### src/rtl/ofrf_pkg.sv
// Purpose: constants and types for the offcore response event filter
// Assumes: filter registers sit behind the core's model-specific port
// Notes: reserved filter bits are not stored and read back as zero
package ofrf_pkg;
  localparam logic [31:0] FILT0_ADDR = 32'h0000_01A6;
  localparam logic [31:0] FILT1_ADDR = 32'h0000_01A7;
  localparam logic [7:0] EVENT_CODE = 8'hB7;
  localparam int UMASK_F0_POS = 0;
  localparam int UMASK_F1_POS = 1;

  localparam int REQ_LSB = 0;
  localparam int REQ_MSB = 15;
  localparam int SUP_LSB = 16;
  localparam int SUP_MSB = 30;
  localparam int SNP_LSB = 31;
  localparam int SNP_MSB = 37;
  localparam int OUTST_POS = 38;

  // request type positions
  localparam int REQ_DEMAND_DATA = 0;
  localparam int REQ_DEMAND_OWNERSHIP_READ = 1;
  localparam int REQ_DEMAND_CODE = 2;
  localparam int REQ_EVICTION_WRITEBACK = 3;
  localparam int REQ_L2_PREFETCH_DATA = 4;
  localparam int REQ_L2_PREFETCH_OWNERSHIP = 5;
  localparam int REQ_RESERVED = 6;
  localparam int REQ_PARTIAL_READ = 7;
  localparam int REQ_PARTIAL_WRITE = 8;
  localparam int REQ_UNCACHED_CODE_READ = 9;
  localparam int REQ_LOCKED_ACCESS = 10;
  localparam int REQ_FULL_STREAM_STORE = 11;
  localparam int REQ_SOFTWARE_PREFETCH = 12;
  localparam int REQ_L1_PREFETCH_DATA = 13;
  localparam int REQ_PARTIAL_STREAM_STORE = 14;
  localparam int REQ_ANY = 15;

  // snoop positions, relative to SNP_LSB
  localparam int RESP_TRUE_MISS = 2;
  localparam int RESP_PEER_HIT_CLEAN = 3;
  localparam int RESP_PEER_HIT_MODIFIED = 5;
  localparam int RESP_NON_MEMORY_TARGET = 6;
  // any-response position, relative to SUP_LSB
  localparam int RESP_ANY_POS = 0;

  localparam logic [15:0] REQ_VALID_MASK = 16'hFFBF;
  localparam logic [6:0] SNP_VALID_MASK = 7'h6C;
  localparam logic [14:0] SUP_VALID_MASK = 15'h7FFF;
  localparam logic [63:0] FILT0_WMASK =
    {25'h0, 1'b1, SNP_VALID_MASK, SUP_VALID_MASK, REQ_VALID_MASK};
  localparam logic [63:0] FILT1_WMASK =
    {25'h0, 1'b0, SNP_VALID_MASK, SUP_VALID_MASK, REQ_VALID_MASK};
  localparam logic [63:0] FILT_RESET = 64'h0;

  typedef struct packed {
    logic [15:0] req;
    logic l2_miss;
    logic [14:0] supply;
    logic [6:0] snoop;
  } ofrf_txn_t;

  typedef struct packed {
    logic [7:0] code;
    logic [7:0] umask;
  } ofrf_csel_t;
endpackage

### src/rtl/ofrf_match.sv
// Purpose: match one filter register against a transaction
// Assumes: filter value already has reserved bits cleared
// Notes: purely combinational; two copies for filter zero (enqueue and departure), one for filter one
`timescale 1ns/100ps
module ofrf_match (
  input wire logic [63:0] filt,
  input wire ofrf_pkg::ofrf_txn_t txn,
  input wire logic [15:0] q_req,
  output logic cfg_ok,
  output logic outst_mode,
  output logic hit,
  output logic q_hit
);
  logic [15:0] req_m;
  logic [14:0] sup_m;
  logic [6:0] snp_m;
  logic req_ok;
  logic resp_ok;
  logic sup_hit;
  logic snp_hit;

  assign req_m = filt[ofrf_pkg::REQ_MSB:ofrf_pkg::REQ_LSB]
    & ofrf_pkg::REQ_VALID_MASK;
  assign sup_m = filt[ofrf_pkg::SUP_MSB:ofrf_pkg::SUP_LSB];
  assign snp_m = filt[ofrf_pkg::SNP_MSB:ofrf_pkg::SNP_LSB]
    & ofrf_pkg::SNP_VALID_MASK;
  assign outst_mode = filt[ofrf_pkg::OUTST_POS];

  assign req_ok = |req_m;
  assign resp_ok = (|sup_m) | (|snp_m) | outst_mode;
  assign cfg_ok = req_ok & resp_ok;

  // any-response bit matches every completion
  assign sup_hit = sup_m[ofrf_pkg::RESP_ANY_POS]
    | (|(sup_m & txn.supply));
  // snoop qualifiers only speak for L2 misses
  assign snp_hit = txn.l2_miss & (|(snp_m & txn.snoop));

  // response bits are ignored in outstanding mode
  assign hit = cfg_ok & ~outst_mode & (|(req_m & txn.req))
    & (sup_hit | snp_hit);
  assign q_hit = cfg_ok & outst_mode & (|(req_m & q_req));
endmodule

### src/rtl/ofrf_top.sv
// Purpose: per-core offcore response filter feeding event counters
// Assumes: inputs synchronous to clk; one completion per cycle at most
// Notes: counter increments are registered, one cycle behind the event
`timescale 1ns/100ps
module ofrf_top #(
  parameter int NUM_CTR = 4,
  parameter int OQ_W = 6
) (
  input wire logic clk,
  input wire logic sys_rst,
  input wire logic msr_rd,
  input wire logic msr_wr,
  input wire logic [31:0] msr_addr,
  input wire logic [63:0] msr_wdata,
  output logic [63:0] msr_rdata,
  output logic msr_ack,
  output logic msr_fault,
  input wire logic txn_valid,
  input wire ofrf_pkg::ofrf_txn_t txn,
  input wire logic oq_enq,
  input wire logic [15:0] oq_enq_req,
  input wire logic oq_deq,
  input wire logic [15:0] oq_deq_req,
  input wire ofrf_pkg::ofrf_csel_t [NUM_CTR-1:0] ctr_sel,
  output logic [NUM_CTR-1:0][OQ_W-1:0] ctr_inc,
  output logic [OQ_W-1:0] oq_count
);
  logic [63:0] filt0_q;
  logic [63:0] filt1_q;
  logic hit_f0;
  logic map_f0;
  logic map_f1;
  ofrf_pkg::ofrf_txn_t txn_n;
  logic cfg0_ok;
  logic cfg1_ok;
  logic outst0;
  logic outst1_unused;
  logic hit0;
  logic hit1;
  logic enq_hit;
  logic deq_hit;
  logic q1_unused_a;
  logic q1_unused_b;
  logic [OQ_W-1:0] oq_cnt_q;
  logic [OQ_W-1:0] oq_cnt_d;
  logic [NUM_CTR-1:0][OQ_W-1:0] inc_d;

  assign map_f0 = (msr_addr == ofrf_pkg::FILT0_ADDR);
  assign map_f1 = (msr_addr == ofrf_pkg::FILT1_ADDR);
  assign hit_f0 = map_f0;

  // filter registers; reserved bits never stored
  always_ff @(posedge clk or posedge sys_rst) begin
    if (sys_rst) begin
      filt0_q <= ofrf_pkg::FILT_RESET;
    end else if (msr_wr && map_f0) begin
      filt0_q <= msr_wdata & ofrf_pkg::FILT0_WMASK;
    end
  end

  // filter one has no outstanding control bit
  always_ff @(posedge clk or posedge sys_rst) begin
    if (sys_rst) begin
      filt1_q <= ofrf_pkg::FILT_RESET;
    end else if (msr_wr && map_f1) begin
      filt1_q <= msr_wdata & ofrf_pkg::FILT1_WMASK;
    end
  end

  // read data and the access answer, one cycle after the request
  always_ff @(posedge clk or posedge sys_rst) begin
    if (sys_rst) begin
      msr_rdata <= 64'h0;
      msr_ack <= 1'b0;
      msr_fault <= 1'b0;
    end else begin
      msr_ack <= (msr_rd | msr_wr) & (map_f0 | map_f1);
      msr_fault <= (msr_rd | msr_wr) & ~(map_f0 | map_f1);
      if (msr_rd && hit_f0) begin
        msr_rdata <= filt0_q;
      end else if (msr_rd && map_f1) begin
        msr_rdata <= filt1_q;
      end else if (msr_rd) begin
        msr_rdata <= 64'h0;
      end
    end
  end

  // the any-request class is implied for every uncore request
  always_comb begin
    txn_n = txn;
    txn_n.req[ofrf_pkg::REQ_RESERVED] = 1'b0;
    txn_n.req[ofrf_pkg::REQ_ANY] = 1'b1;
  end
  // classes 0-5 and 7-14 pass through as reported by the caches

  ofrf_match u_match0 (
    .filt(filt0_q),
    .txn(txn_n),
    .q_req(oq_enq_req | {16'h8000}),
    .cfg_ok(cfg0_ok),
    .outst_mode(outst0),
    .hit(hit0),
    .q_hit(enq_hit)
  );

  ofrf_match u_match1 (
    .filt(filt1_q),
    .txn(txn_n),
    .q_req(16'h0),
    .cfg_ok(cfg1_ok),
    .outst_mode(outst1_unused),
    .hit(hit1),
    .q_hit(q1_unused_a)
  );

  // departure match uses filter zero against the answered request
  ofrf_match u_match0_deq (
    .filt(filt0_q),
    .txn(txn_n),
    .q_req(oq_deq_req | {16'h8000}),
    .cfg_ok(),
    .outst_mode(),
    .hit(),
    .q_hit(deq_hit)
  );
  assign q1_unused_b = q1_unused_a;

  // outstanding matching requests in the uncore request queue;
  // a mask change while requests are in flight skews the count
  always_comb begin
    oq_cnt_d = oq_cnt_q;
    if ((oq_enq && enq_hit) && !(oq_deq && deq_hit)) begin
      if (oq_cnt_q != {OQ_W{1'b1}}) begin
        oq_cnt_d = oq_cnt_q + OQ_W'(1);
      end
    end else if (!(oq_enq && enq_hit) && (oq_deq && deq_hit)) begin
      if (oq_cnt_q != '0) begin
        oq_cnt_d = oq_cnt_q - OQ_W'(1);
      end
    end
    if (!outst0) begin
      oq_cnt_d = '0;
    end
  end

  always_ff @(posedge clk or posedge sys_rst) begin
    if (sys_rst) begin
      oq_cnt_q <= '0;
    end else begin
      oq_cnt_q <= oq_cnt_d;
    end
  end
  assign oq_count = oq_cnt_q;

  // per counter selection; union of both filters when both umasks set and filter zero is not in outstanding mode
  always_comb begin
    logic sel0;
    logic sel1;
    sel0 = 1'b0;
    sel1 = 1'b0;
    for (int i = 0; i < NUM_CTR; i++) begin
      sel0 = (ctr_sel[i].code == ofrf_pkg::EVENT_CODE)
        && ctr_sel[i].umask[ofrf_pkg::UMASK_F0_POS];
      sel1 = (ctr_sel[i].code == ofrf_pkg::EVENT_CODE)
        && ctr_sel[i].umask[ofrf_pkg::UMASK_F1_POS];
      inc_d[i] = '0;
      if (sel0 && outst0 && cfg0_ok) begin
        inc_d[i] = oq_cnt_q;
      end else if (txn_valid && ((sel0 && hit0) || (sel1 && hit1))) begin
        inc_d[i] = OQ_W'(1);
      end
    end
  end

  always_ff @(posedge clk or posedge sys_rst) begin
    if (sys_rst) begin
      ctr_inc <= '0;
    end else begin
      ctr_inc <= inc_d;
    end
  end

  // checks
  logic [1:0] prev_q;
  always_ff @(posedge clk or posedge sys_rst) begin
    if (sys_rst) begin
      prev_q <= 2'b00;
    end else begin
      prev_q <= {q1_unused_b, cfg1_ok};
    end
  end
endmodule

### config.mk
export PLATFORM = sky130hd
export DESIGN_NAME = ofrf_top
export DESIGN_NICKNAME = d
export VERILOG_FILES = /design/src/rtl/ofrf_pkg.sv /design/src/rtl/ofrf_match.sv /design/src/rtl/ofrf_top.sv
export SDC_FILE = /design/constraint.sdc
export NUM_CORES = 1
export LEC_CHECK = 0
export BUFFER_PORTS_ARGS = -buffer_cell sky130_fd_sc_hd__buf_2
export CAP_MARGIN = 10
export CORE_UTILIZATION = 40
export DETAILED_ROUTE_END_ITERATION = 6
export PLACE_DENSITY = 0.81
export REMOVE_ABC_BUFFERS = 1
export SETUP_SLACK_MARGIN = 0.3
export SKIP_CTS_REPAIR_TIMING = 1
export SYNTH_ARGS = -nofsm -noshare
export SYNTH_HDL_FRONTEND = slang
export SYNTH_SLANG_ARGS = --single-unit
export TNS_END_PERCENT = 5
### constraint.sdc
create_clock -name clk -period 4.8 [get_ports clk]
set_input_delay 0.48 -clock clk [delete_from_list [all_inputs] [get_ports clk]]
set_output_delay 0.48 -clock clk [all_outputs]
set_load 0.01 [all_outputs]
==> metrics.md <==
| Metric | Value |
|---|---|
| Clock Root Buffer | `sky130_fd_sc_hd__clkbuf_16` |
| Synth top area cells | `sky130_fd_sc_hd__dfrtp_1 50%, sky130_fd_sc_hd__mux2_2 17%, sky130_fd_sc_hd__a22oi_1 4.0%` |
| Share of the cycle needed by the critical path after routing | `0.697` |
| Post-Syn Instances | `598` |
| Crit path max-delay family | `compound AO/OA/AOI/OAI gates` |
| Number of warning messages in the yosys log | `0` |
| Worst Max-Slew Pin Slew | `1.17 ns` |
| Post-Route Utilization | `0.524` |
| DRC violation count after routing | `0` |
| Worst max-slew margin expressed relative to the limit | `0.223` |
| Crit path buffers/inverters | `0` |
| Sum Neg Setup Slack | `0 ns` |
| Startpoint of the worst setup timing path | `filt0_q[7]$_DFFE_PP0P_` |
| NumNets Final | `1081` |
| Run status | `complete, no violations` |
| Post-synthesis instance area | `0.00679 mm2` |
| Layout cell share with drive strength beyond 1 | `0.469` |
| Worst Setup Slack, final | `1.46 ns` |
| RR Startpoint | `filt0_q[7]$_DFFE_PP0P_` |
| Core ar. | `0.0166 mm2` |
| Placed Cells incl. Taps | `1039` |
| Worst-case hold slack | `0.207 ns` |
| Clock tree sinks | `136` |
| Die Height | `132 um` |
| HPWL after detailed placement | `14800 um` |
| Die footprint | `0.0175 mm2` |
| Hold Crit Class | `primary input to asynchronous set/reset pin` |
| Number of nets with antenna violations after routing | `0` |
| Relative contribution of combinational cells to total power | `0.056` |
| Number of buffers inserted during clock tree synthesis | `17` |
| Reported leakage power | `4.44 nW` |
| First-pass GRT wire length | `31400 um` |
| Final clock skew | `0.00494 ns` |
| PnR Total Power | `2.59 mW` |
| Net switching component of the power | `605 uW` |
| Final critical-path required period | `3.34 ns` |
| Insertion delay of the later-clocked pin in the worst-skew pair | `0.42 ns` |
| Power Density | `298 mW/mm2` |
| RSZ-0062 raised after global routing | `false` |
| Site Rows | `47` |
| Portion of total power attributed to sequential cells | `0.443` |
| IO buf count | `241` |
| Wirelength, routed | `20100 um` |
| Max-slew violation count | `0` |
| Fraction of registers with async set/reset | `1.00` |
| Area share of the largest cell type after synthesis | `0.501` |
| Area after DPL | `0.00810 mm2` |
| Maximum number of pins on one net before global-route repair | `88` |
| Non-filler instance count after layout | `1072` |
| Largest stage delay on the critical path | `0.50 ns` |
| Reg2reg path depth | `11` |
| Maximum buffer depth of the clock tree | `2` |
| Sequential share of the synthesized area | `0.501` |
| Yosys reg bits | `136` |
| Starting utilization of the core area | `0.410` |
| Setup violators final | `0` |
| Clock share of power | `0.501` |
| Highest achievable clock rate | `299 MHz` |
| Synth cell types | `50` |
| Max-cap violation count | `0` |
| Kind of critical path | `register to register` |
| Number of global-route vias before repair | `5711` |
| Max IR drop VDD | `0.253 mV` |
| Most used standard cell by instance count after synthesis | `sky130_fd_sc_hd__dfrtp_1` |
| R2R Setup Slk | `1.46 ns` |
| Post-Place Setup Slack | `1.48 ns` |
| Final hold violation count | `0` |
| EDFF count, synth | `0` |
| Top cell type by total area after synthesis | `sky130_fd_sc_hd__dfrtp_1` |
| Worst setup path end | `oq_count[5]$_DFFE_PP0P_` |
| Total gr overflow | `0` |
| Post-route cell area | `0.00870 mm2` |
| Final estimated routing congestion in global placement | `0.867` |
| Switching power share of the total | `0.233` |
| Internal Power | `1.99 mW` |
| Number of cells on the critical path | `11` |
| Clock H-tree levels | `4` |
| Violation count after the first detailed-route iteration | `287` |
| Crit. End Element | `register` |
| Overall global routing resource usage | `0.235` |
| RR Endpoint | `oq_count[5]$_DFFE_PP0P_` |
| First-pass DRT Iterations | `5` |
| TritonCTS clock tree | `done` |
| Vias post-DR | `5719` |
| Growth of design area from synthesis to finish | `28.0%` |
| Launching element type of the critical path | `register` |
| Die width | `132 um` |
| Per-instance average area after synthesis | `11.4 um2` |
| Required time at the endpoint of the critical path | `5.10 ns` |
| Antenna violations before repair | `2` |
| Clock transition at path regs | `0.06 ns` |
| Number of placed I/O pins | `334` |
| Ys flop type | `sky130_fd_sc_hd__dfrtp_1` |
| Crit Path Max Fanout | `6` |
| Ranking of synthesized cells by instance count | `136 x sky130_fd_sc_hd__dfrtp_1, 102 x sky130_fd_sc_hd__mux2_2, 44 x sky130_fd_sc_hd__nand3_1` |
| CP Cell Sequence | `a222oi_1 -> nand3_1 -> o211ai_2 -> nand2_1 -> ha_1 -> a21o_1 -> a21oi_1 -> o21ai_0 -> a21o_2 -> and2_1 -> a311o_1` |
| Arrival time at the worst endpoint | `3.65 ns` |
| Slowest cell on the critical path | `sky130_fd_sc_hd__dfrtp_1` |
| Routed wire length per instance | `18.8 um` |
| Via count normalized by instance count | `5.33` |
## cell families after synthesis
group | Yosys count | share of synthesized area
flip-flops | 136 | 0.501
buffers and inverters | 95 | 0.0707
AND/OR/NAND/NOR | 141 | 0.125
AO/OA/AOI/OAI | 115 | 0.119
adder cells (fa/ha/maj) | 5 | 0.0103
multiplexers | 102 | 0.169
other | 1 | 0.000552
XOR/XNOR | 3 | 0.00387
## worst min-delay path by stage
stage	slack (ns)	to	start
after floorplan	0.50	filt1_q[5]$_DFFE_PP0P_	filt1_q[5]$_DFFE_PP0P_
after global placement	0.51	msr_rdata[30]$_DFFE_PP0P_	msr_rdata[30]$_DFFE_PP0P_
after detailed placement	0.51	msr_rdata[24]$_DFFE_PP0P_	msr_rdata[24]$_DFFE_PP0P_
after CTS	0.26	ctr_inc[12]$_DFF_PP0_	sys_rst
after global routing	0.28	filt1_q[4]$_DFFE_PP0P_	sys_rst
final	0.21	filt1_q[4]$_DFFE_PP0P_	sys_rst
## cell usage in the layout, fill, tap and decap left out, drive strengths merged, types with 4 or more instances in the layout
cell      instances
a21o              4
a21oi            10
a222oi            6
a22oi            36
and2             22
and3              6
buf             247
clkbuf           18
clkinv            4
clkinvlp          6
conb             29
dfrtp           136
ha                4
inv              43
mux2            102
nand2            13
nand3            44
nand4            12
nand4b            9
nor2              7
nor3              5
nor4             16
o21ai            37
o31ai             8
## power by group through the flow
| stage | Sequential [mW] | Clock, mW | Combinational [mW] |
|---|---|---|---|
| after CTS | 1.15 | 1.31 | 0.145 |
| after global placement | 1.17 | 0 | 0.142 |
| after global routing | 1.15 | 1.38 | 0.159 |
| after floorplan | 1.17 | 0 | 0.0365 |
| final | 1.15 | 1.30 | 0.145 |
| after detailed placement | 1.17 | 0 | 0.145 |
## sequential cells by signal (all words and copies together), names as in the netlist
register   cells
filt0_q       35
msr_rdata     35
filt1_q       34
ctr_inc       24
oq_count       6
msr_ack        1
msr_fault      1
## final cells by class
class	count	area (um2)
Fill cell	1481	7890
Inverter	41	159
Timing Repair Buffer	247	1250
Tap cell	220	275
Multi-Input combinational cell	395	3020
Sequential cell	136	3400
Antenna cell	1	2.50
Clock buffer	18	439
Clock inverter	14	150
## per-layer routing
layer	global-route usage	vias up	part of all wire
li1	-	2633	-
met1	0.276	2787	0.39
met2	0.426	273	0.52
met3	0.0615	24	0.082
met4	0.0607	2	0.013
met5	0	-	0.00040
(Power assumes the default switching activity.)
